$ cat src/ppm_pkg.sv
// What this block does
// - power state field reads current, writes new; 0 on, 3 hot low-power
// - power state codes 1 and 2 are reserved, unsupported states
// - capability bits 25 and 26 read zero, no D1/D2 support
// - wake support field bits 31:27 resets to 0b11001
// - no wake messages forwarded while cold powered-off
// - writes to wake support field change only advertised value
// - context preserved flag bit 3 defaults to one
// - wake enable bit 8 allows wake generation; cleared suppresses it
// - wake enable is sticky; hot reset keeps it, cold reset clears it
// - wake status bit 15 set on own wake event; write one clears
// - relayed wake messages leave wake status unchanged
// - upstream port never sets wake status
// - device specific init flag bit 21 defaults zero, lockable
// - data select, scale and data byte read zero
// - auxiliary current field bits 24:22 reads zero
// - legacy bus bits 22 and 23 of control register read zero
// - capability low byte reads 0x1
`default_nettype none
package ppm_pkg;
  // ************************************************************
  // register map
  // ************************************************************
  localparam logic [7:0] PPM_OFS_CAP  = 8'hc0;
  localparam logic [7:0] PPM_OFS_CSR  = 8'hc4;
  localparam logic [7:0] PPM_OFS_ISTS = 8'he0;
  localparam logic [7:0] PPM_OFS_IEN  = 8'he4;
  localparam logic [7:0] PPM_OFS_ICLR = 8'he8;
  localparam logic [7:0] PPM_OFS_LOCK = 8'hec;

  // ************************************************************
  // fields and reset values
  // ************************************************************
  localparam int PPM_CAP_DSI_BIT    = 21;
  localparam int PPM_CAP_WAKE_LSB   = 27;
  localparam int PPM_CSR_CTX_BIT    = 3;
  localparam int PPM_CSR_WEN_BIT    = 8;
  localparam int PPM_CSR_WST_BIT    = 15;
  localparam logic [7:0]  PPM_CAP_ID       = 8'h01;
  localparam logic [7:0]  PPM_CAP_NEXT_US  = 8'h00;
  localparam logic [7:0]  PPM_CAP_NEXT_DS  = 8'hd0;
  localparam logic [2:0]  PPM_CAP_VER      = 3'h3;
  localparam logic [4:0]  PPM_WAKE_RST     = 5'h19;
  localparam logic [1:0]  PPM_PS_D0        = 2'h0;
  localparam logic [1:0]  PPM_PS_D3HOT     = 2'h3;
  localparam logic        PPM_CTX_RST      = 1'h1;
  localparam logic        PPM_DSI_RST      = 1'h0;
  // irq bits: 0 wake status set, 1 power state changed, 2 reserved write
  localparam int PPM_IRQ_W = 3;

  typedef struct packed {
    logic [7:0]  addr;
    logic [31:0] wdata;
    logic        wr;
    logic        rd;
  } ppm_req_type;

  typedef struct packed {
    logic [1:0]  power_state_field;
    logic        ctx_keep;
    logic        dsi;
    logic [7:0]  next_ptr;
    logic [4:0]  wake_adv;
    logic        lock;
    logic [PPM_IRQ_W-1:0] ists;
    logic [PPM_IRQ_W-1:0] ien;
    logic [31:0] rdata;
  } ppm_warm_type;

  typedef struct packed {
    logic wen;
    logic wst;
  } ppm_sticky_type;

  // whole state of the block, registered as one word
  typedef struct packed {
    ppm_sticky_type sticky;
    ppm_warm_type   warm;
  } ppm_state_type;
endpackage
`default_nettype wire

$ cat src/ppm_regs.sv
`timescale 1ns/1ps
`default_nettype none
module ppm_regs #(
  parameter bit UPSTREAM = 1'b0
) (
  input  wire logic         clk,
  input  wire logic         rst_n,
  input  wire logic         hot_rst_n,
  input  wire ppm_pkg::ppm_req_type req,
  output logic [31:0]       rdata,
  input  wire logic         wake_event,
  input  wire logic         wake_relay,
  input  wire logic         cold_off,
  output logic              wake_msg_send,
  output logic [1:0]        power_state,
  output logic              irq
);
  import ppm_pkg::*;

  // ************************************************************
  // state
  // ************************************************************
  // warm part falls back on hot reset as well as on cold reset
  localparam ppm_warm_type WARM_RST = '{
    power_state_field: PPM_PS_D0,
    ctx_keep:          PPM_CTX_RST,
    dsi:               PPM_DSI_RST,
    next_ptr:          UPSTREAM ? PPM_CAP_NEXT_US : PPM_CAP_NEXT_DS,
    wake_adv:          PPM_WAKE_RST,
    lock:              1'b0,
    ists:              '0,
    ien:               '0,
    rdata:             32'h0000_0000
  };

  ppm_state_type        state_q;
  ppm_state_type        state_d;
  ppm_warm_type         w_q;
  ppm_warm_type         w_d;
  ppm_sticky_type       s_q;
  ppm_sticky_type       s_d;
  logic [31:0]          cap_v;
  logic [31:0]          csr_v;
  logic [PPM_IRQ_W-1:0] ev;
  logic                 own_wake;

  // views of the one state register
  assign w_q = state_q.warm;
  assign s_q = state_q.sticky;

  // upstream port originates nothing; relays never count
  assign own_wake = wake_event && !UPSTREAM;

  always_comb begin
    cap_v = 32'h0000_0000;
    cap_v[7:0] = PPM_CAP_ID;
    cap_v[15:8] = w_q.next_ptr;
    cap_v[18:16] = PPM_CAP_VER;
    cap_v[PPM_CAP_DSI_BIT] = w_q.dsi;
    cap_v[31:PPM_CAP_WAKE_LSB] = w_q.wake_adv;
    csr_v = 32'h0000_0000;
    csr_v[1:0] = w_q.power_state_field;
    csr_v[PPM_CSR_CTX_BIT] = w_q.ctx_keep;
    csr_v[PPM_CSR_WEN_BIT] = s_q.wen;
    csr_v[PPM_CSR_WST_BIT] = s_q.wst;
  end

  // ************************************************************
  // next state
  // ************************************************************
  always_comb begin
    w_d = w_q;
    s_d = s_q;
    ev = '0;
    if (req.wr) begin
      case (req.addr)
        PPM_OFS_CAP: begin
          if (!w_q.lock) begin
            w_d.next_ptr = req.wdata[15:8];
            w_d.dsi = req.wdata[PPM_CAP_DSI_BIT];
            // advertised only; generation ignores it
            w_d.wake_adv = req.wdata[31:PPM_CAP_WAKE_LSB];
          end
        end
        PPM_OFS_CSR: begin
          if (req.wdata[1:0] == PPM_PS_D0
              || req.wdata[1:0] == PPM_PS_D3HOT) begin
            w_d.power_state_field = req.wdata[1:0];
            ev[1] = (req.wdata[1:0] != w_q.power_state_field);
          end else begin
            ev[2] = 1'b1;
          end
          if (!w_q.lock) begin
            w_d.ctx_keep = req.wdata[PPM_CSR_CTX_BIT];
          end
          s_d.wen = req.wdata[PPM_CSR_WEN_BIT];
          if (req.wdata[PPM_CSR_WST_BIT]) begin
            s_d.wst = 1'b0;
          end
        end
        PPM_OFS_IEN:  w_d.ien = req.wdata[PPM_IRQ_W-1:0];
        PPM_OFS_ICLR: w_d.ists = w_q.ists & ~req.wdata[PPM_IRQ_W-1:0];
        PPM_OFS_LOCK: w_d.lock = req.wdata[0];
        default: ;
      endcase
    end
    // set beats a same-cycle clear
    if (own_wake) begin
      s_d.wst = 1'b1;
      ev[0] = 1'b1;
    end
    w_d.ists = w_d.ists | ev;
    w_d.rdata = 32'h0000_0000;
    if (req.rd) begin
      case (req.addr)
        PPM_OFS_CAP:  w_d.rdata = cap_v;
        PPM_OFS_CSR:  w_d.rdata = csr_v;
        PPM_OFS_ISTS: w_d.rdata = {{(32-PPM_IRQ_W){1'b0}}, w_q.ists};
        PPM_OFS_IEN:  w_d.rdata = {{(32-PPM_IRQ_W){1'b0}}, w_q.ien};
        PPM_OFS_LOCK: w_d.rdata = {31'h0000_0000, w_q.lock};
        default:      w_d.rdata = 32'h0000_0000;
      endcase
    end
    state_d.sticky = s_d;
    state_d.warm = w_d;
    // hot reset is synchronous; sticky bits ride through it
    if (!hot_rst_n) begin
      state_d.warm = WARM_RST;
    end
  end

  // ************************************************************
  // registers: hot reset is folded into the next state above
  // ************************************************************
  // async branch loads constants only; sticky bits see cold reset alone
  always_ff @(posedge clk or negedge rst_n) begin
    if (!rst_n) begin
      state_q <= '{sticky: '0, warm: WARM_RST};
    end else begin
      state_q <= state_d;
    end
  end

  assign rdata = w_q.rdata;
  assign power_state = w_q.power_state_field;
  // generation follows enable, never the advertised field
  assign wake_msg_send = own_wake && s_q.wen && !cold_off;
  assign irq = |(w_q.ists & w_q.ien);

  // ************************************************************
  // checks
  // ************************************************************
  a_state_legal: assert property (
    @(posedge clk) disable iff (!rst_n)
    w_q.power_state_field == PPM_PS_D0
    || w_q.power_state_field == PPM_PS_D3HOT)
    else $error("power state holds a reserved code");
  a_rsvd_hold: assert property (
    @(posedge clk) disable iff (!rst_n || !hot_rst_n)
    req.wr && req.addr == PPM_OFS_CSR && req.wdata[1:0] inside {2'h1, 2'h2}
    |=> $stable(w_q.power_state_field))
    else $error("reserved write changed power state");
  a_wst_set: assert property (
    @(posedge clk) disable iff (!rst_n)
    own_wake |=> s_q.wst)
    else $error("wake status missed own event");
  a_wst_w1c: assert property (
    @(posedge clk) disable iff (!rst_n)
    req.wr && req.addr == PPM_OFS_CSR && req.wdata[PPM_CSR_WST_BIT]
    && !own_wake |=> !s_q.wst)
    else $error("wake status not cleared by write");
  a_relay_only: assert property (
    @(posedge clk) disable iff (!rst_n)
    wake_relay && !wake_event && !(req.wr && req.addr == PPM_OFS_CSR)
    |=> $stable(s_q.wst))
    else $error("relay changed wake status");
  a_up_never: assert property (
    @(posedge clk) disable iff (!rst_n)
    UPSTREAM |-> !s_q.wst)
    else $error("upstream wake status set");
  a_wen_hot: assert property (
    @(posedge clk) disable iff (!rst_n)
    !hot_rst_n && !(req.wr && req.addr == PPM_OFS_CSR)
    |=> s_q.wen == $past(s_q.wen))
    else $error("wake enable lost on hot reset");
  a_cold_quiet: assert property (
    @(posedge clk) disable iff (!rst_n)
    cold_off || !s_q.wen |-> !wake_msg_send)
    else $error("wake message sent while barred");
  a_ctx_locked: assert property (
    @(posedge clk) disable iff (!rst_n || !hot_rst_n)
    w_q.lock && req.wr && req.addr == PPM_OFS_CSR
    |=> $stable(w_q.ctx_keep))
    else $error("locked context flag changed");
  a_cap_fixed: assert property (
    @(posedge clk) disable iff (!rst_n || !hot_rst_n)
    req.rd && req.addr == PPM_OFS_CAP
    |=> rdata[7:0] == 8'h01 && rdata[26:22] == 5'h00)
    else $error("capability fixed bits wrong");
  a_csr_zero: assert property (
    @(posedge clk) disable iff (!rst_n)
    req.rd && req.addr == PPM_OFS_CSR
    |=> rdata[31:16] == 16'h0000 && rdata[14:9] == 6'h00)
    else $error("control register zero bits set");
endmodule
`default_nettype wire

$ cat config.mk
export PLATFORM = sky130hd
export DESIGN_NAME = ppm_regs
export DESIGN_NICKNAME = d
export VERILOG_FILES = /design/src/ppm_pkg.sv /design/src/ppm_regs.sv
export SDC_FILE = /design/constraint.sdc
export NUM_CORES = 1
export LEC_CHECK = 0
export ABC_AREA = 0
export ABC_CLOCK_PERIOD_IN_PS = 1900
export BUFFER_PORTS_ARGS = -buffer_cell sky130_fd_sc_hd__buf_2
export CORE_UTILIZATION = 49
export DETAILED_ROUTE_END_ITERATION = 12
export GPL_TIMING_DRIVEN = 0
export MAX_ROUTING_LAYER = met4
export PLACE_DENSITY = 0.79
export SYNTH_ARGS = -nofsm -noshare
export SYNTH_HDL_FRONTEND = slang
export SYNTH_SLANG_ARGS = --single-unit
$ cat constraint.sdc
create_clock -name clk -period 1.9 [get_ports clk]
set_input_delay 0.19 -clock clk [delete_from_list [all_inputs] [get_ports clk]]
set_output_delay 0.19 -clock clk [all_outputs]
set_load 0.01 [all_outputs]
# After elaboration in Yosys (flattened, before gate mapping)
# Index checks and enable logic that the tools add are counted.
# word_totals
in_bits	48
word_cells	67
reg_bits	58
out_inout_bits	36
# classes
bitwise_logic	4
n_eq_ne	15
n_reduce_logical	16
mux	21
# ops
cell	n
$pmux 32 s5	1
$mux 56	1
$eq 8x8->1 const B	6
$mux 32	1
$mux 14	2
$mux 24	1
$ne 2x1->1 const B	6
$reduce_and 3->1	4
$mux 1	9
$mux 3	3
$and 3x3->3	2
$mux 2	3
$reduce_and 2->1	3
$reduce_bool 2->1	3
$not 3->3	1
$or 3x3->3	1
$reduce_or 3->1	1
$eq 2x2->1 const B	1
$logic_and 1x1->1	2
$logic_not 2->1	1
$ne 2x2->1	1
$ne 2x2->1 const B	1
$logic_not 1->1	1
$logic_or 1x1->1	1

# Logic depth before layout (Yosys ltp)
# Gate-level depths: netlist (run 1).
# logic_depth
ltp_word	7
mapped_depth	5
mapped_depth_nobuf	3

# Worst setup path after synthesis (run 1)
# OpenSTA, ideal clock, no wires.
# synth_timing
path_type	input-to-reg
start	in req[35] (netlist bit)
end	reg state_q (netlist bit csr_v[8])
setup_time_ns	0.125
t_required_ns	1.775
n_path_buf	1
setup_slack_ns	0.377
arrival_time_ns	1.398
path_stages	4
cell_sequence	or3_4 -> buf_6 -> or3_4 -> mux2_4
# synth_via
elab_chain_len	2
# synth_rtl
item	line_no	text
start: declaration	ppm_regs.sv:9	input wire ppm_pkg::ppm_req_type req,
$eq 8x8->1	ppm_regs.sv:76	case (req.addr)
$reduce_and 2->1 (no line)	-	
end signal: assignment	ppm_regs.sv:138	state_q <= '{sticky: '0, warm: WARM_RST};
end signal: assignment	ppm_regs.sv:140	state_q <= state_d;
end: declaration	ppm_regs.sv:36	ppm_state_type state_q;
# No other way between the ends.
# A chain may end at the register's enable or synchronous reset.

==> summary.txt, run 1 <==
Outcome
  – Result of the run: finished, final reports clean

Yosys
  – Synth top area share: a little over two fifths
  – Cells after Synth: ~210
  – Top_reg_cell synth: dfrtp_1
  – Distinct cells, synth: 50
  – Asr flop ratio synth: 100%
  – Syn_area_per_cell: 10.8 µm²
  – Sequential area share after synthesis: 50.1%
  – Post-synth EDFFs: 0
  – Post-synth top area cell: dfrtp_1
  – Synth warnings: 0
  – Seq cells post-synth: 45
  – Mapped cell area: 2260 µm²
  – Synth top area cells: dfrtp_1 (42%), buf_4 (11%), dfstp_2 (8.1%)

Clock tree
  – Post-CTS Setup Repair Bufs: 0
  – CTS Buf Count: 5
  – CTS tree: yes
  – Clock-pin slew of the registers on the worst-case setup and hold paths: ~0.10 ns
  – Clk Latency, worst-skew pair: roughly 0.31 ns
  – Hold_buf cts: 0
  – Deepest clock path buffer count: 2
  – CTS H-tree lvls: 2
  – Clock tree sinks: 45
  – Root Driver: clkbuf_8
  – Post-cts resize count: 0

Timing
  – RSZ-0062 raised after global routing: no
  – Slew HR: about 35%
  – Setup violators final: 0
  – Max Fclk: between 500 and 600 MHz
  – Max Slew Vio Count: 0
  – Fin Clk Skew: roughly 0.0096 ns
  – Period utilization: between 80 and 90%
  – Min Tclk post-route: about 1.7 ns
  – Final Hold Fails: 0
  – Least-Margin Pin Slew: around 0.98 ns

Critical path
  – FF-to-FF Start: state_q[38]
  – Worst EP arrival: about 1.9 ns
  – CP Launch Type: primary input
  – Most used cell, CP: buf_2
  – Critical Path RT: ~2.2 ns
  – Reg-to-reg endpoint: cap_v[29]
  – Slowest cell on crit path: nor4_1
  – Worst Reg-to-Reg Cells: 3
  – Crit-path max cell delay: slightly above 0.6 ns
  – CP Cell Sequence: buf_2 > buf_2 > nand4bb_1 > nor4_1 > buf_2 > and2_1
  – Reg-to-reg slack, setup: between 0.2 and 0.3 ns
  – Max FO, Critical Path: 10
  – CP Capture Type: flip-flop
  – Worst setup path class: in -> reg

Route
  – WL/cell: around 14 µm
  – Router iterations before antenna repair: 4
  – Wirelength, routed: between 4 and 5 mm
  – DR vias/cell: just over 5
  – Starting DRT DRC Count: 108
  – DR vias: approximately 1700
  – DRC Markers: 0
  – Routed Antenna Nets: 0

Global routing
  – Largest net degree at the start of global routing: 46
  – Vias in the first global route: around 1600
  – GRT Max-Usage Layer: met2
  – GRT Residual Overflow: 0
  – Initial antenna violation count: 0
  – Routing usage on met2: 32.5%
  – Met3 GRT Util: 5.92%
  – First-pass GRT wire length: approximately 7.7 mm
  – Grt met1 use: between 20% and 30%
  – Gr usage total: roughly a fifth

Finish
  – Most common cell after layout, fill and taps aside: buf_2
  – Final nets: around 330
  – Layout cells sized above 1: around two fifths
  – P&R area growth vs syn: 20.6%
  – # diodes: 0
  – Filler Cells Inserted: around 370
  – Final std cells w/o fill: about 330
  – Commonest non-fill, non-tap cells in the layout: buf_2 (57), dfrtp_1 (38), buf_4 (34), nand2_1 (23)

Power
  – Total power: between 0.0015 and 0.002 W
  – Static leakage: ~1.4 nW
  – Pwr Density: roughly 650 nW/µm²
  – Peak supply drop: between 0.4 and 0.5 mV

Floorplan
  – Cell Rows: 24
  – DIE HEIGHT: around 70 µm
  – Die area: around 4900 µm²
  – Initial core utilization: 51.6%
  – Die width: about 70 µm
  – CORE AREA: about 4400 µm²
  – Top Ports: 84

Worst hold path
  – Hold crit path type: in -> async

Placement
  – Cells after DPL: around 330
  – Post-DP HPWL: approximately 3.5 mm
  – I/O Buffers: 53
  – Placer congestion estimate: slightly below 1

Job
  – Total of max-cap violations: 0
-- worst max path at each step --
stage / from / endpoint / slack (ns) / depth (start not counted)
final: req[39] / rdata[28] / 0.21 / 6
after global routing: req[39] / rdata[13] / 0.11 / 6
after CTS: req[39] / rdata[28] / 0.22 / 6
after detailed placement: req[39] / rdata[28] / -0.11 / 6
after global placement: req[39] / rdata[21] / -0.07 / 6
after floorplan: req[35] / csr_v[8] / 0.38 / 4
-- critical path, delay by kind of cell --
family                 cells  cell delay (ns)
buffers and inverters      3             0.59
and+or+nand+nor            3             1.13
-- stage by stage --
stage | hold WS (ns) | cell area (µm²) | util [%] | worst slack [ns] | setup TNS (ns)
floorplan | -0.106 | 2300 | - | 0.377 | 0
global placement | 0.401 | 2640 | 60.1 | -0.0706 | -0.615
detailed placement | 0.409 | 2640 | 60.1 | -0.106 | -0.754
CTS | 0.0819 | 2730 | 62.2 | 0.217 | 0
global route | 0.0945 | 2730 | 62.2 | 0.109 | 0
finish | 0.0305 | 2730 | 62.2 | 0.215 | 0
-- cell type report --
class | instances | area, µm² | share of cell area, %
timing repair buffer | 53 | 265 | 9.72
sequential | 45 | 1130 | 41.6
clock buffer | 5 | 68.8 | 2.52
inverter | 5 | 18.8 | 0.688
clock inverter | 3 | 25.0 | 0.917
multi-input combinational | 125 | 842 | 30.9
buffer | 45 | 309 | 11.3
tap | 52 | 65.1 | 2.38
-- report_power, final --
group | internal (W) | total, W | leakage, nW | switching, W
clock | 0.000266 | 0.000629 | 0.0447 | 0.000363
combinational | 0.0000695 | 0.000171 | 0.789 | 0.000102
sequential | 0.000962 | 0.000966 | 0.598 | 0.00000392
total | 0.00130 | 0.00177 | 1.43 | 0.000469
-- state kept, by name, indices dropped and copies added, names as in the netlist --
name and cells:
power_state 2, state_q 7, rdata 19, cap_v 14, csr_v 3
-- Yosys cell counts, types with 2 or more instances --
cell type	instances
nor3_1	4
o211ai_1	3
o22a_1	3
and4_1	2
nor3_2	2
o311ai_0	2
nor4_1	4
clkbuf_1	5
buf_4	34
mux2_2	2
a2bb2oi_1	3
buf_2	4
nand3_1	2
nor3b_1	2
nand2_1	23
inv_1	5
mux2i_1	7
or3_4	2
dfrtp_1	38
o32ai_1	2
a21oi_1	2
and2_1	12
nand4_1	2
nor2_1	3
nand3b_1	3
dfstp_2	7
a22o_1	8
-- metal layers --
| metal | up-vias | wire length, µm |
|---|---|---|
| met1 | 798 | 2070 |
| li1 | 842 | - |
| met2 | 66 | 2230 |
| met5 | - | 0 |
| met4 | 0 | 47 |
| met3 | 5 | 345 |
-- cell families (layout without fill, tap and decap cells) --
kind of cell	count (synthesis)	count (layout)	synth area share, %
simple gates	67	67	17.4
buf+inv	50	111	14.5
flops	45	45	50.1
compound gates	35	35	12.7
mux	10	10	4.75
other cells	1	12	0.166
xor+xnor	1	1	0.387
Power figures use the tool's default switching activity.
==> inputs of run 2 (changes only) <==
- MAX_ROUTING_LAYER: met4 -> unset
==> summary.txt, run 2 (synthesized netlist as in run 1, its figures left out) <==
Outcome
  – Result of the run: finished, final reports clean

Clock tree
  – CTS tree: yes
  – Post-CTS Setup Repair Bufs: 0
  – Clock-pin slew of the registers on the worst-case setup and hold paths: approximately 0.080 ns
  – CTS H-tree lvls: 2
  – Root Driver: clkbuf_8
  – Clock tree sinks: 45
  – CTS Buf Count: 5
  – Deepest clock path buffer count: 2
  – Clk Latency, worst-skew pair: around 0.3 ns
  – Post-cts resize count: 0
  – Hold_buf cts: 0

Finish
  – Cell area after layout: roughly 2700 µm²
  – Commonest non-fill, non-tap cells in the layout: buf_2 (57), dfrtp_1 (38), buf_4 (34), nand2_1 (23)
  – Max reg flops: 19
  – P&R area growth vs syn: 20.3%
  – Layout cells sized above 1: 41.6%
  – Layout Utilization: a little over 60%
  – Final std cells w/o fill: ~330
  – Most common cell after layout, fill and taps aside: buf_2
  – # diodes: 0
  – Final nets: 328

Route
  – Wirelength, routed: around 4.7 mm
  – WL/cell: approximately 14 µm
  – DR vias/cell: ~5.2
  – DR vias: approximately 1700
  – Starting DRT DRC Count: 86
  – Router iterations before antenna repair: 5
  – DRC Markers: 0
  – Routed Antenna Nets: 0

Critical path
  – Slowest cell on crit path: nor4_1
  – CP Capture Type: flip-flop
  – CP Cell Sequence: buf_2 > buf_2 > nand4bb_1 > nor4_1 > buf_2 > and2_1
  – Most used cell, CP: buf_2
  – Crit-path max cell delay: around 0.63 ns
  – CP Launch Type: primary input
  – Worst EP arrival: about 1.9 ns
  – Max FO, Critical Path: 10
  – Critical Path RT: 2.14 ns
  – Reg-to-reg slack, setup: about 0.31 ns
  – Worst setup path class: in -> reg

Global routing
  – First-pass GRT wire length: roughly 7.8 mm
  – Largest net degree at the start of global routing: 46
  – GRT Residual Overflow: 0
  – Initial antenna violation count: 0
  – Gr usage total: between 20% and 30%
  – Vias in the first global route: roughly 1600

Timing
  – Setup violators final: 0
  – Max Fclk: 603 MHz
  – Worst setup margin: 0.241 ns
  – Slew HR: around 36%
  – RSZ-0062 raised after global routing: no
  – Final Hold Fails: 0
  – Min Tclk post-route: about 1.7 ns
  – Max Slew Vio Count: 0
  – Least-Margin Pin Slew: roughly 0.96 ns
  – Period utilization: between 80% and 90%
  – Fin Clk Skew: between 0.002 and 0.0025 ns

Floorplan
  – Die area: about 4900 µm²
  – Die width: approximately 70 µm
  – Initial core utilization: about half
  – CORE AREA: 4380 µm²
  – Top Ports: 84
  – DIE HEIGHT: between 60 and 70 µm
  – Cell Rows: 24

Placement
  – Post-DP HPWL: approximately 3.4 mm
  – Cells after DPL: approximately 330
  – Post-placement setup slack: -0.0926 ns
  – Placer congestion estimate: between 0.9 and 1
  – I/O Buffers: between 50 and 60
  – Post-Place Cell Area: 2640 µm²

Job
  – Total of max-cap violations: 0

Power
  – Pwr Density: ~630 nW/µm²
  – Peak supply drop: 0.344 mV
  – Total power: between 0.0015 and 0.002 W
  – Static leakage: roughly 1.4 nW

Worst hold path
  – Hold crit path type: in -> async
-- run 2: changes by cell type in the layout (fill, tap and decap cells not counted), sizes merged --
cell / previous run / this run
clkbuf: 10 / 11
clkinv: 1 / 0
clkinvlp: 1 / 2
inv: 6 / 5
-- run 2: metrics by stage --
stage	hold WS, ns	TNS [ns]
floorplan	-0.106	0
CTS	0.0757	0
finish	0.0288	0
global placement	0.399	-0.619
global route	0.110	0
detailed placement	0.402	-0.693
-- run 2: layout make-up --
type | instances | area (µm²)
well taps | 52 | 65.1
repair buffers | 53 | 265
flip-flops and latches | 45 | 1130
plain buffers | 45 | 309
fillers | 382 | 1660
clock inverters | 2 | 15.0
inverters | 5 | 18.8
multi-input cells | 125 | 842
clock buffers | 6 | 72.6
-- run 2: metal layers --
metal / vias up / global-route usage, % / wire length, µm
li1: 839 / - / -
met1: 809 / 28.1 / 2050
met2: 76 / 32.5 / 2200
met3: 11 / 4.91 / 285
met4: 0 / 8.89 / 121
met5: - / 0 / 0
-- run 2: worst max-delay path, delay by kind of cell --
kind                   cells  cell delay (ns)
buffers and inverters      3             0.58
and+or+nand+nor            3             1.12
-- run 2: where the power goes --
| group | switching [W] | total [W] | internal [W] | leakage (nW) |
|---|---|---|---|---|
| Sequential | 0.00000398 | 0.000966 | 0.000962 | 0.598 |
| Clock | 0.000328 | 0.000587 | 0.000259 | 0.0374 |
| Combinational | 0.000102 | 0.000171 | 0.0000695 | 0.789 |
| Total | 0.000434 | 0.00172 | 0.00129 | 1.42 |
-- run 2: path summary, 6_finish.rpt --
check / to / cells after the start / start
worst max-delay path: rdata[28] / 6 / req[39]
worst min-delay path: state_q[33] / 1 / rst_n
worst max register to register: cap_v[9] / 3 / state_q[38]
worst min register to register: rdata[11] / 1 / cap_v[11]
max in group asynchronous: rdata[31] / 1 / rst_n
min in group clk: cap_v[30] / 3 / req[32]
==> inputs of run 3 (changes only) <==
- ABC_AREA: 0 -> 1
- CORE_UTILIZATION: 49 -> 50
- PLACE_DENSITY: 0.79 -> 0.8
==> summary.txt, run 3 <==
Power
  – Pwr Density: ~620 nW/µm²
  – Total power: 0.00177 W
  – Peak supply drop: 0.446 mV
  – Static leakage: 1.60 nW

Timing
  – Least-Margin Pin Slew: approximately 0.96 ns
  – Final Hold Fails: 0
  – Max Slew Vio Count: 0
  – Slew HR: 35.9%
  – Setup tns final: 0 ns
  – RSZ-0062 raised after global routing: no
  – Max Fclk: ~800 MHz
  – Period utilization: between 60% and 70%
  – Min Tclk post-route: roughly 1.2 ns
  – Fin Clk Skew: 0.0106 ns
  – Setup violators final: 0

Critical path
  – CP Capture Type: output pin
  – Worst EP arrival: 1.06 ns
  – Critical Path RT: between 1.5 and 2 ns
  – Max FO, Critical Path: 5
  – CP Launch Type: flip-flop
  – Worst setup path class: reg -> out

Yosys
  – Syn_area_per_cell: 8.26 µm²
  – Post-synth top cells: nand2_1 (71), dfrtp_1 (38), buf_4 (35)
  – Post-synth EDFFs: 0
  – Synth Area in XOR/XNOR: 0%
  – Largest family of logic cells by synthesized area: simple AND/OR/NAND/NOR gates
  – Mapped cell area: about 2400 µm²
  – Cells after Synth: roughly 290
  – Seq cells post-synth: 45
  – Synth top area cells: dfrtp_1 (40%), nand2_1 (11%), buf_4 (11%)
  – Top_reg_cell synth: dfrtp_1
  – Simple-Gate Fraction of Synth Area: 28.9%
  – Post-synth top area cell: dfrtp_1
  – Synth Area in Compound Gates: 5.03%
  – Asr flop ratio synth: 100%
  – Mux contribution to synthesized area: 0%
  – Synth top area share: about two fifths
  – Synth warnings: 0
  – Post-Synth Adder-Cell Area: 0%
  – Distinct cells, synth: 22
  – Top-count cell post-synth: nand2_1
  – Sequential area share after synthesis: a little under half

Clock tree
  – CTS tree: yes
  – Root Driver: clkbuf_8
  – CTS Buf Count: 5
  – Clk Latency, worst-skew pair: about 0.31 ns
  – Hold_buf cts: 0
  – Post-CTS Setup Repair Bufs: 0
  – CTS H-tree lvls: 2
  – Post-cts resize count: 0
  – Clock tree sinks: between 40 and 50
  – Deepest clock path buffer count: 2
  – Clock-pin slew of the registers on the worst-case setup and hold paths: about 0.090 ns

Global routing
  – First-pass GRT wire length: 7.51 mm
  – Initial antenna violation count: 0
  – Largest net degree at the start of global routing: 46
  – GRT Residual Overflow: 0
  – Vias in the first global route: roughly 1700
  – Gr usage total: roughly a fifth

Route
  – DR vias: just under 2000
  – Starting DRT DRC Count: 149
  – Wirelength, routed: 4.44 mm
  – Metal1 wirelength: between 2 and 2.5 mm
  – Metal3 WL: 277 µm
  – WL/cell: approximately 11 µm
  – Routed Antenna Nets: 0
  – Router iterations before antenna repair: 9
  – DRC Markers: 3
  – Met2 wire len: 2.05 mm
  – DR vias/cell: approximately 4.6
  – Highest metal used: met4

Floorplan
  – CORE AREA: 4470 µm²
  – DIE HEIGHT: between 70 and 80 µm
  – Die width: 71.1 µm
  – Cell Rows: 24
  – Top Ports: 84
  – Die area: approximately 5000 µm²
  – Initial core utilization: a little over half

Job
  – Total of max-cap violations: 0

Placement
  – Placer congestion estimate: around 0.87
  – Post-DP HPWL: 3.35 mm
  – I/O Buffers: 55

Finish
  – Layout cells sized above 1: between 30% and 40%
  – Most common cell after layout, fill and taps aside: nand2_1
  – Final nets: a little over 400
  – Max reg flops: 19
  – P&R area growth vs syn: 19.8%
  – # diodes: 0
  – Commonest non-fill, non-tap cells in the layout: nand2_1 (71), buf_2 (57), dfrtp_1 (38), buf_4 (35), inv_1 (30)

Outcome
  – Result of the run: finished with violations
  – Failing checks: design-rule violations

Worst hold path
  – Hold crit path type: in -> async
[run 3: cell count changes after synthesis, moves of 8 or more]
cell	previous run	this run
nand2_1	23	71
inv_1	5	30
nor2_2	0	14
a22o_1	8	0
nor2_1	3	16
nand3_1	2	28
and2_1	12	0
o21ai_0	1	16
[run 3: cell type report]
| class | count | area [µm²] |
|---|---|---|
| well taps | 52 | 65.1 |
| clock inverters | 3 | 22.5 |
| flip-flops and latches | 45 | 1130 |
| fillers | 378 | 1620 |
| plain buffers | 41 | 310 |
| multi-input cells | 180 | 855 |
| repair buffers | 55 | 275 |
| inverters | 34 | 128 |
| clock buffers | 5 | 68.8 |
[run 3: worst max-delay path, cell delays in order (launching register included)]
cell	delay, ns
dfrtp_1	0.46
buf_4	0.16
buf_2	0.13
[run 3: where the power goes]
part | internal [W] | leakage (nW) | switching (W)
clock | 0.000261 | 0.0481 | 0.000338
sequential | 0.000983 | 0.593 | 0.00000691
combinational | 0.0000685 | 0.959 | 0.000115
total | 0.00131 | 1.60 | 0.000460
[run 3: stage by stage]
stage               hold WS [ns]  worst slack [ns]  instances  util [%]  instance area, µm²
CTS                       0.0608             0.651        415      63.9                2860
finish                    0.0336             0.650        415      63.9                2860
global placement           0.381             0.679        407      61.9                2770
detailed placement         0.385             0.638        407      61.9                2770
floorplan                 -0.106             0.893        300         -                2430
global route              0.0654             0.613        415      63.9                2860
[run 3: final timing paths]
kind	from	endpoint	slack, ns	depth (start not counted)
setup / recovery	power_state[0]	power_state[0]	0.65	2
hold / removal	rst_n	rdata[27]	0.03	1
setup reg to reg	state_q[38]	cap_v[9]	0.75	6
hold reg to reg	csr_v[3]	csr_v[3]	0.49	2
max in group asynchronous	rst_n	rdata[0]	1.26	1
min in group clk	req[13]	cap_v[11]	0.07	3
[run 3: per-layer routing]
metal  vias to the layer above  GRT usage (%)
met3                         5           5.98
met1                       869           27.1
met5                         -              0
li1                        986              -
met4                         0           7.33
met2                        67           29.0
[run 3: logic make-up after synthesis]
kind of cell           count (synthesis)
other                                  1
buffers and inverters                 75
AOI/OAI and AO/OA                     24
DFF                                   45
and+or+nand+nor                      144
